## config.mk

```make
export PLATFORM = sky130hd
export DESIGN_NAME = mbf_framer
export DESIGN_NICKNAME = d
export VERILOG_FILES = /design/src/hw/mbf_pkg.sv /design/src/hw/mbf_framer.sv
export SDC_FILE = /design/constraint.sdc
export NUM_CORES = 2
export LEC_CHECK = 0
export ABC_CLOCK_PERIOD_IN_PS = 8900
export BUFFER_PORTS_ARGS = -buffer_cell sky130_fd_sc_hd__buf_2
export CAP_MARGIN = 10
export CORE_ASPECT_RATIO = 1.25
export CORE_MARGIN = 8
export CORE_UTILIZATION = 35
export DETAILED_ROUTE_END_ITERATION = 10
export HOLD_SLACK_MARGIN = 0.03
export PLACE_DENSITY = 0.54
export SYNTH_ARGS = -nofsm -noshare
export SYNTH_HDL_FRONTEND = slang
export SYNTH_SLANG_ARGS = --single-unit
```

## constraint.sdc

```tcl
create_clock -name mclk_in -period 8.9 [get_ports mclk_in]
set_clock_uncertainty 0.05 [all_clocks]
set_input_delay 1.78 -clock mclk_in [delete_from_list [all_inputs] [get_ports mclk_in]]
set_output_delay 1.78 -clock mclk_in [all_outputs]
set_load 0.005 [all_outputs]
```

## src/hw/mbf_pkg.sv

```systemverilog
/*
  Shared constants and types of the serial request framer.
  Assumes one system clock and a synchronous active-high reset.
*/
package mbf_pkg;

  // ****************************************
  // sizes and register map
  // ****************************************
  localparam int          BUF_LEN_DEF = 32;
  localparam int          FIFO_DEPTH  = 16;
  localparam int          CW          = 9;
  localparam logic [11:0] ADR_CTRL    = 12'h000;
  localparam logic [11:0] ADR_STAT    = 12'h004;
  localparam logic [3:0]  PAGE_IN     = 4'h1;
  localparam logic [3:0]  PAGE_OUT    = 4'h2;

  // ****************************************
  // reset values and frame constants
  // ****************************************
  localparam logic [7:0]  ADDR_RST    = 8'h01;
  localparam logic [15:0] CRC_INIT    = 16'hFFFF;
  localparam logic [15:0] CRC_POLY    = 16'hA001;
  localparam logic [15:0] CRC_RESIDUE = 16'h0000;
  localparam logic [8:0]  MIN_FRAME   = 9'h004;
  localparam logic [8:0]  CRC_BYTES   = 9'h002;

  // ****************************************
  // types
  // ****************************************
  typedef struct packed {
    logic [7:0] slave_address_setting;
    logic       len_en;
    logic       trig_en;
  } mbf_ctrl_t;

  typedef enum logic [2:0] {
    ST_IDLE = 3'b001,
    ST_WAIT = 3'b010,
    ST_SEND = 3'b100
  } mbf_state_t;

  // one byte of the reflected crc, lsb first
  function automatic logic [15:0] mbf_crc_step(input logic [15:0] crc, input logic [7:0] data);
    logic [15:0] c;
    c = crc ^ {8'h00, data};
    for (int b = 0; b < 8; b++) begin
      c = c[0] ? ((c >> 1) ^ CRC_POLY) : (c >> 1);
    end
    return c;
  endfunction

endpackage

```

## src/hw/mbf_framer.sv

```systemverilog
/*
  Serial slave request framer: byte fifo and top module.
  Assumes a byte-level serial receiver that flags each byte and
  the end-of-frame silence, a byte transmitter with ready, and an
  APB master through which the fieldbus controller reaches the buffers.
*/
// Function
// - accept a request only if its first byte equals the set slave address
// - forward request body without address byte and trailing crc
// - optional counter byte and count byte lead the forwarded body
// - counter mode: bump counter byte once per request accepted while idle
// - count byte holds number of received body bytes
// - answer goes out with slave address first and crc appended
// - after sending the answer, wait for the next request
// - change mode: send only when outgoing data differs from last sent
// - counter mode: send only when fieldbus counter byte has changed
// - counter byte is the first byte of both buffers
// - count byte enabled: send that many body bytes, capped at the buffer room after the header bytes
// - buffer length is a fixed parameter; longer request bodies are cut to fit and set the overrun flag
`timescale 1ns/1ns

module mbf_fifo #(
  parameter int W = 8,
  parameter int D = mbf_pkg::FIFO_DEPTH
) (
  // clock and reset
  input  wire logic         clk_in,
  input  wire logic         rst_in,
  // fill side
  input  wire logic         in_valid_in,
  input  wire logic [W-1:0] in_data_in,
  output logic              in_ready_out,
  // drain side
  output logic              out_valid_out,
  output logic [W-1:0]      out_data_out,
  input  wire logic         out_ready_in
);
  localparam int AW = $clog2(D);

  if (D < 2 || (D & (D - 1)) != 0) begin : g_chk
    $error("fifo depth must be a power of two");
  end

  logic [D-1:0][W-1:0] mem_ff;
  logic [AW-1:0]       wp_ff;
  logic [AW-1:0]       rp_ff;
  logic [AW:0]         cnt_ff;
  logic                wr;
  logic                rd;

  assign in_ready_out  = (cnt_ff != (AW+1)'(D));
  assign out_valid_out = (cnt_ff != '0);
  assign out_data_out  = mem_ff[rp_ff];
  assign wr            = in_valid_in & in_ready_out;
  assign rd            = out_valid_out & out_ready_in;

  always_ff @(posedge clk_in) begin
    if (wr) begin
      mem_ff[wp_ff] <= in_data_in;
    end
  end

  always_ff @(posedge clk_in) begin
    if (rst_in) begin
      wp_ff  <= '0;
      rp_ff  <= '0;
      cnt_ff <= '0;
    end else begin
      wp_ff  <= wp_ff + AW'(wr);
      rp_ff  <= rp_ff + AW'(rd);
      cnt_ff <= cnt_ff + (AW+1)'(wr) - (AW+1)'(rd);
    end
  end
endmodule

module mbf_framer #(
  parameter int BUF_LEN = mbf_pkg::BUF_LEN_DEF
) (
  // clock and reset
  input  wire logic        mclk_in,
  input  wire logic        sys_rst_in,
  // apb slave
  input  wire logic        psel_in,
  input  wire logic        penable_in,
  input  wire logic        pwrite_in,
  input  wire logic [11:0] paddr_in,
  input  wire logic [31:0] pwdata_in,
  output logic [31:0]      prdata_out,
  output logic             pready_out,
  output logic             pslverr_out,
  // serial receive bytes
  input  wire logic        rx_valid_in,
  input  wire logic [7:0]  rx_data_in,
  input  wire logic        rx_end_in,
  // serial transmit bytes
  output logic             tx_valid_out,
  output logic [7:0]       tx_data_out,
  input  wire logic        tx_ready_in
);
  import mbf_pkg::*;

  if (BUF_LEN < 4 || BUF_LEN > 64) begin : g_chk
    $error("buffer length must be 4 to 64");
  end

  typedef logic [BUF_LEN-1:0][7:0] mbf_buf_t;

  // ****************************************
  // state
  // ****************************************
  mbf_ctrl_t  ctrl_ff;
  mbf_state_t st_ff;
  mbf_state_t nxt_st;
  mbf_buf_t   in_buf_ff;
  mbf_buf_t   nxt_in_buf;
  mbf_buf_t   out_buf_ff;
  mbf_buf_t   shd_ff;
  mbf_buf_t   stg_ff;
  logic [CW-1:0] rx_cnt_ff;
  logic [CW-1:0] idx_ff;
  logic [CW-1:0] snd_len_ff;
  logic [15:0]   rx_crc_ff;
  logic [15:0]   tx_crc_ff;
  logic          addr_ok_ff;
  logic          ovr_ff;
  logic [31:0]   prdata_ff;
  logic          pready_ff;
  logic          pslverr_ff;
  logic          tx_valid_ff;
  logic [7:0]    tx_data_ff;

  // ****************************************
  // apb decode
  // ****************************************
  wire           acc      = psel_in & penable_in & pready_ff;
  wire [5:0]     ridx     = paddr_in[7:2];
  wire           in_rng   = (int'(ridx) < BUF_LEN) && (paddr_in[1:0] == 2'h0);
  wire           sel_ctrl = (paddr_in == ADR_CTRL);
  wire           sel_stat = (paddr_in == ADR_STAT);
  wire           sel_in   = (paddr_in[11:8] == PAGE_IN) && in_rng;
  wire           sel_out  = (paddr_in[11:8] == PAGE_OUT) && in_rng;
  wire           bad      = !(sel_ctrl | sel_stat | sel_in | sel_out) | (pwrite_in & sel_in);
  wire           wr_ctrl  = acc & pwrite_in & sel_ctrl;
  wire           wr_stat  = acc & pwrite_in & sel_stat;
  wire           wr_out   = acc & pwrite_in & sel_out;
  wire [31:0]    rd_mux   = sel_ctrl ? {16'h0000, ctrl_ff.slave_address_setting, 6'h00,
                                        ctrl_ff.len_en, ctrl_ff.trig_en} :
                            sel_stat ? {28'h0000000, ovr_ff, st_ff} :
                            sel_in   ? {24'h000000, in_buf_ff[ridx]} :
                            sel_out  ? {24'h000000, out_buf_ff[ridx]} : 32'h00000000;

  // ****************************************
  // frame layout
  // ****************************************
  wire [1:0]     hdr      = {1'b0, ctrl_ff.trig_en} + {1'b0, ctrl_ff.len_en};
  wire [CW-1:0]  room     = CW'(BUF_LEN) - CW'(hdr);
  wire           len_pos  = ctrl_ff.trig_en;
  wire [CW-1:0]  body     = rx_cnt_ff - MIN_FRAME + 9'h001;
  wire           frame_ok = addr_ok_ff && (rx_crc_ff == CRC_RESIDUE) && (rx_cnt_ff >= MIN_FRAME);
  wire           commit   = rx_end_in & frame_ok & (st_ff == ST_IDLE);
  wire           ovr_set  = commit & (body > room);
  wire [CW-1:0]  stg_pos  = rx_cnt_ff - 9'h001;
  wire           rx_take  = rx_valid_in & ~rx_end_in;

  // ****************************************
  // answer selection
  // ****************************************
  wire           chg      = ctrl_ff.trig_en ? (out_buf_ff[0] != shd_ff[0]) : (out_buf_ff != shd_ff);
  wire           start    = (st_ff == ST_WAIT) & chg;
  wire [CW-1:0]  req_len  = {1'b0, out_buf_ff[len_pos]};
  wire [CW-1:0]  snd_len  = !ctrl_ff.len_en ? room : (req_len < room ? req_len : room);
  wire [CW-1:0]  bpos     = CW'(hdr) + idx_ff - 9'h001;
  wire [7:0]     body_b   = shd_ff[bpos[5:0]];
  wire [7:0]     push_d   = (idx_ff == '0)                   ? ctrl_ff.slave_address_setting :
                            (idx_ff <= snd_len_ff)          ? body_b :
                            (idx_ff == snd_len_ff + 9'h001) ? tx_crc_ff[7:0] : tx_crc_ff[15:8];
  wire           push_v   = (st_ff == ST_SEND);
  wire           f_ready;
  wire           push_f   = push_v & f_ready;
  wire           last     = (idx_ff == snd_len_ff + CRC_BYTES);
  wire           done     = push_f & last;
  wire           f_valid;
  wire [7:0]     f_data;
  wire           drain    = f_valid & (~tx_valid_ff | tx_ready_in);

  // ****************************************
  // forwarded buffer image
  // ****************************************
  always_comb begin
    for (int i = 0; i < BUF_LEN; i++) begin
      nxt_in_buf[i] = 8'h00;
      if (i >= int'(hdr) && (i - int'(hdr)) < int'(body)) begin
        nxt_in_buf[i] = stg_ff[i - int'(hdr)];
      end
    end
    if (ctrl_ff.len_en) begin
      nxt_in_buf[len_pos] = (body > 9'h0FF) ? 8'hFF : body[7:0];
    end
    if (ctrl_ff.trig_en) begin
      nxt_in_buf[0] = in_buf_ff[0] + 8'h01;
    end
  end

  always_comb begin
    nxt_st = st_ff;
    case (st_ff)
      ST_IDLE: begin
        if (commit) begin
          nxt_st = ST_WAIT;
        end
      end
      ST_WAIT: begin
        if (start) begin
          nxt_st = ST_SEND;
        end
      end
      ST_SEND: begin
        if (done) begin
          nxt_st = ST_IDLE;
        end
      end
      default: nxt_st = ST_IDLE;
    endcase
  end

  // ****************************************
  // registers
  // ****************************************
  always_ff @(posedge mclk_in) begin
    if (sys_rst_in) begin
      pready_ff  <= 1'b0;
      pslverr_ff <= 1'b0;
      prdata_ff  <= 32'h00000000;
    end else begin
      pready_ff  <= psel_in & penable_in & ~pready_ff;
      pslverr_ff <= psel_in & penable_in & ~pready_ff & bad;
      prdata_ff  <= (psel_in & ~pwrite_in) ? rd_mux : 32'h00000000;
    end
  end

  always_ff @(posedge mclk_in) begin
    if (sys_rst_in) begin
      ctrl_ff    <= '{slave_address_setting: ADDR_RST, len_en: 1'b0, trig_en: 1'b0};
      out_buf_ff <= '0;
      ovr_ff     <= 1'b0;
    end else begin
      if (wr_ctrl) begin
        ctrl_ff <= '{slave_address_setting: pwdata_in[15:8], len_en: pwdata_in[1], trig_en: pwdata_in[0]};
      end
      if (wr_out) begin
        out_buf_ff[ridx] <= pwdata_in[7:0];
      end
      ovr_ff <= ovr_set | (ovr_ff & ~(wr_stat & pwdata_in[3]));
    end
  end

  // receive side: count, check address and crc, stage body
  always_ff @(posedge mclk_in) begin
    if (sys_rst_in) begin
      rx_cnt_ff  <= '0;
      rx_crc_ff  <= CRC_INIT;
      addr_ok_ff <= 1'b0;
      stg_ff     <= '0;
      in_buf_ff  <= '0;
    end else begin
      if (rx_end_in) begin
        rx_cnt_ff <= '0;
        rx_crc_ff <= CRC_INIT;
      end else if (rx_take) begin
        rx_cnt_ff <= (rx_cnt_ff == '1) ? rx_cnt_ff : rx_cnt_ff + 9'h001;
        rx_crc_ff <= mbf_crc_step(rx_crc_ff, rx_data_in);
        if (rx_cnt_ff == '0) begin
          addr_ok_ff <= (rx_data_in == ctrl_ff.slave_address_setting);
        end else if (int'(stg_pos) < BUF_LEN) begin
          stg_ff[stg_pos[5:0]] <= rx_data_in;
        end
      end
      if (commit) begin
        in_buf_ff <= nxt_in_buf;
      end
    end
  end

  // transmit side: snapshot answer, push address, body, crc
  always_ff @(posedge mclk_in) begin
    if (sys_rst_in) begin
      st_ff      <= ST_IDLE;
      shd_ff     <= '0;
      idx_ff     <= '0;
      snd_len_ff <= '0;
      tx_crc_ff  <= CRC_INIT;
    end else begin
      st_ff <= nxt_st;
      if (start) begin
        shd_ff     <= out_buf_ff;
        snd_len_ff <= snd_len;
        idx_ff     <= '0;
        tx_crc_ff  <= CRC_INIT;
      end else if (push_f) begin
        idx_ff <= idx_ff + 9'h001;
        if (idx_ff <= snd_len_ff) begin
          tx_crc_ff <= mbf_crc_step(tx_crc_ff, push_d);
        end
      end
    end
  end

  always_ff @(posedge mclk_in) begin
    if (sys_rst_in) begin
      tx_valid_ff <= 1'b0;
      tx_data_ff  <= 8'h00;
    end else if (drain) begin
      tx_valid_ff <= 1'b1;
      tx_data_ff  <= f_data;
    end else if (tx_ready_in) begin
      tx_valid_ff <= 1'b0;
    end
  end

  mbf_fifo #(.W(8), .D(FIFO_DEPTH)) u_fifo (
    .clk_in        (mclk_in),
    .rst_in        (sys_rst_in),
    .in_valid_in   (push_v),
    .in_data_in    (push_d),
    .in_ready_out  (f_ready),
    .out_valid_out (f_valid),
    .out_data_out  (f_data),
    .out_ready_in  (drain)
  );

  assign prdata_out   = prdata_ff;
  assign pready_out   = pready_ff;
  assign pslverr_out  = pslverr_ff;
  assign tx_valid_out = tx_valid_ff;
  assign tx_data_out  = tx_data_ff;

  // ****************************************
  // checks
  // ****************************************
  property p_addr;
    @(posedge mclk_in) disable iff (sys_rst_in) commit |-> addr_ok_ff && rx_cnt_ff >= MIN_FRAME;
  endproperty
  a_addr: assert property (p_addr) else $error("request taken with wrong address");

  property p_crc;
    @(posedge mclk_in) disable iff (sys_rst_in) commit |-> rx_crc_ff == CRC_RESIDUE;
  endproperty
  a_crc: assert property (p_crc) else $error("request taken with bad crc");

  property p_drop;
    @(posedge mclk_in) disable iff (sys_rst_in)
      (rx_end_in && !frame_ok && st_ff == ST_IDLE) |=> st_ff == ST_IDLE && $stable(in_buf_ff);
  endproperty
  a_drop: assert property (p_drop) else $error("bad frame changed state");

  property p_count;
    @(posedge mclk_in) disable iff (sys_rst_in)
      (commit && ctrl_ff.len_en && body < 9'h0FF) |=> in_buf_ff[len_pos] == $past(body[7:0]);
  endproperty
  a_count: assert property (p_count) else $error("count byte wrong");

  property p_trig;
    @(posedge mclk_in) disable iff (sys_rst_in)
      (commit && ctrl_ff.trig_en) |=> in_buf_ff[0] == $past(in_buf_ff[0]) + 8'h01;
  endproperty
  a_trig: assert property (p_trig) else $error("counter byte not bumped");

  property p_start;
    @(posedge mclk_in) disable iff (sys_rst_in)
      (st_ff == ST_WAIT && !chg) |=> st_ff != ST_SEND;
  endproperty
  a_start: assert property (p_start) else $error("answer sent without change");

  property p_first;
    @(posedge mclk_in) disable iff (sys_rst_in)
      start |=> push_v && push_d == ctrl_ff.slave_address_setting;
  endproperty
  a_first: assert property (p_first) else $error("answer does not open with address");

  property p_end;
    @(posedge mclk_in) disable iff (sys_rst_in)
      done |=> st_ff == ST_IDLE ##1 st_ff != ST_SEND;
  endproperty
  a_end: assert property (p_end) else $error("no return to idle after answer");

  property p_len;
    @(posedge mclk_in) disable iff (sys_rst_in)
      (push_v && ctrl_ff.len_en) |-> snd_len_ff <= room && idx_ff <= snd_len_ff + CRC_BYTES;
  endproperty
  a_len: assert property (p_len) else $error("answer length overrun");
endmodule

```

==> results.tsv <==
metric	value	unit
clock latency on the worst-skew pair	0.81	ns
first-pass GRT wire length	333000	um
largest net degree at the start of global routing	224	
via density per instance	5.81	
Die Span X	397	um
#FFs+latches synth	1265	
Mapped Cells	6137	
CTS tree	yes	
Setup Crit Path Kind	reg -> reg	
pwr dens	175	mW/mm^2
f_max	0.148	GHz
number of CTS-inserted buffers	142	
Most used DFF post-synth	dfxtp_1	
Setup-failing EPs final	0	
Reg clk slew, reported paths	0.06	ns
crit-path max FO	28	
syn_area_per_cell	10.4	um^2
routability cong.	0.980	
Cell Rows	175	
synthesized cell area	0.0637	mm^2
Worst Setup SP	len_pos	
Worst slew margin	0.0963	
setup tns final	0	ns
Starting Density	0.351	
Hold Path Class	reg -> reg	
port bufs	70	
die area	0.196	mm^2
hold slack	0.401	ns
pre-CTS setup slack	1.79	ns
P_leak	0.0271	uW
all-layer global routing usage	0.226	
die height	493	um
Final Hold Viols	0	
HPWL Detailed	154000	um
antenna violations before repair	9	
DRT antenna net count	0	
Placeable Area	0.181	mm^2
H-tree level count	4	
drt first pass iters	5	
Clock Tree Root	clkbuf_16	
routed len/inst	27.1	um
Cells after DPL	8218	
crit path capture type	register	
CTS Hold Buffers Added	0	
post-layout instance count excluding filler cells	8466	
sequential area share after synthesis	0.418	
# IOs	103	
Syn-to-layout area delta	11.3	%
fin crit period	6.76	ns
status	finished clean	
Final Cycle Share	0.760	
Setup Buffers After CTS	0	
total routed wirelength	229000	um
fin. max-slew vios	0	
Vias	49200	
Startpoint Class	register	
VDD IR max	0.000217	V
Worst EP arrival	7.39	ns
final-layout fill cell count	17800	
Post-synth EDFFs	128	
grt ovf	0	
WP data required	9.53	ns
DRC Markers	0	
vias in the first global route	47400	
Netlist cell types	76	
final net count	6117	
YS warnings	0	
CTS max path bufs	3	
worst-margin pin slew	1.34	ns
final setup margin	2.14	ns
total of max-cap violations	0	
Synth async-reset ratio	0	
share of cells above drive strength 1	0.150	
worst r2r src	len_pos	
DRT iter0 DRCs	4578	
unrepaired setup endpoints after global routing	false	
post_cts resized	0	
CTS Sinks	1265	
min-delay src	in_buf_ff[41]	
worst max-delay path, stage by stage (launching register included):
cell      delay [ns]
dfxtp_1         0.54
inv_2           0.21
ha_4            0.67
inv_1           0.37
ha_4            0.74
buf_4           0.50
mux4_2          0.56
mux2i_1         0.47
a21oi_1         0.14
a221oi_1        0.63
a21oi_2         0.37
xor2_2          0.25
xnor2_1         0.27
xnor3_2         0.53
nor4b_2         0.24
a211oi_1        0.07
stage by stage:
step / util / instance area (um^2) / total power, uW
after global placement: 0.365 / 66200 / 6550
after detailed placement: 0.365 / 66200 / 6550
final: 0.391 / 70900 / 12400
after CTS: 0.391 / 70800 / 12500
after floorplan: - / 63700 / 6360
after global routing: 0.391 / 70800 / 12800
cells in the mapped netlist (12+ instances only):
library cell | number | area share
a221oi_1 | 20 | 0.0028
nand2b_1 | 12 | 0.0012
edfxtp_1 | 128 | 0.060
nand2_1 | 450 | 0.027
mux4_2 | 463 | 0.16
xor2_1 | 233 | 0.032
mux2i_1 | 687 | 0.11
o21ai_0 | 60 | 0.0047
dfxtp_1 | 1137 | 0.36
nor3_1 | 40 | 0.0031
o211ai_1 | 42 | 0.0050
ha_1 | 80 | 0.016
nor2_1 | 1061 | 0.063
a211oi_1 | 15 | 0.0018
a22oi_1 | 288 | 0.034
and2_1 | 22 | 0.0022
inv_1 | 63 | 0.0037
buf_1 | 72 | 0.0042
nand3_1 | 154 | 0.012
nor2b_1 | 31 | 0.0030
buf_4 | 16 | 0.0019
nand4_1 | 49 | 0.0048
clkbuf_1 | 390 | 0.023
buf_2 | 14 | 0.0011
a21oi_1 | 271 | 0.021
nor4_1 | 63 | 0.0062
xnor2_1 | 102 | 0.014
worst paths after layout:
kind | to | slack [ns] | depth (start not counted)
max | tx_crc_ff[15] | 2.14 | 15
min | in_buf_ff[41] | 0.40 | 2
max reg2reg | tx_crc_ff[15] | 2.14 | 15
min reg2reg | in_buf_ff[41] | 0.40 | 2
flip-flops by register name (all words and copies together) (netlist names), 3 cells and up:
| signal | count |
|---|---|
| u_fifo.rp_ff | 4 |
| ctrl_ff | 9 |
| rx_crc_ff | 16 |
| in_buf_ff | 256 |
| st_ff | 3 |
| rx_cnt_ff | 9 |
| shd_ff | 256 |
| idx_ff | 9 |
| out_buf_ff | 256 |
| tx_data_out | 8 |
| snd_len_ff | 8 |
| u_fifo.cnt_ff | 5 |
| stg_ff | 256 |
| prdata_out | 16 |
| u_fifo.wp_ff | 4 |
| tx_crc_ff | 16 |
| u_fifo.mem_ff | 128 |
logic make-up after synthesis:
kind of cell,Yosys count,share of synthesized area
other,1,0.0000589
buffers and inverters,557,0.0341
AOI/OAI and AO/OA,794,0.0819
DFF,1265,0.418
and+or+nand+nor,1937,0.128
muxes,1161,0.274
xor gates and xnor gates,340,0.0475
adders and majority gates,82,0.0164
cell type report:
type                            count  area, um^2  area share
Antenna cell                        6        15.0    0.000212
Clock inverter                     38         518     0.00731
Timing Repair Buffer              171        1260      0.0178
Inverter                           65         244     0.00344
Sequential cell                  1265       26600       0.376
Clock buffer                      202        4100      0.0579
Tap cell                         2389        2990      0.0422
Multi-Input combinational cell   4330       35100       0.496
report_power, final:
group	internal [uW]	switching, uW	leakage, uW
registers	5770	22.9	0.0101
clock network	3510	2460	0.00226
logic	212	413	0.0148
total	9500	2900	0.0271
metal layers:
metal,part of all wire,track usage,vias up
li1,-,-,21900
met1,0.39,0.278,25000
met2,0.48,0.378,1865
met3,0.060,0.0357,490
met4,0.062,0.125,0
met5,0,0,-
cells in the final DEF, fill, tap and decap left out, types with 42 or more instances in the layout:
master | synthesis | routed
nand4_1 | 49 | 49
mux2i_1 | 687 | 687
buf_2 | 14 | 67
a21oi_1 | 271 | 269
inv_1 | 63 | 62
buf_4 | 16 | 90
o211ai_1 | 42 | 42
clkbuf_16 | 0 | 145
dfxtp_1 | 1137 | 1136
nand3_1 | 154 | 153
a22oi_1 | 288 | 288
edfxtp_1 | 128 | 128
o21ai_0 | 60 | 60
nor2_1 | 1061 | 1051
nor4_1 | 63 | 63
mux4_2 | 463 | 463
ha_1 | 80 | 75
xor2_1 | 233 | 233
nand2_1 | 450 | 449
xnor2_1 | 102 | 102
No activity file was read; power rests on OpenSTA's default activity.
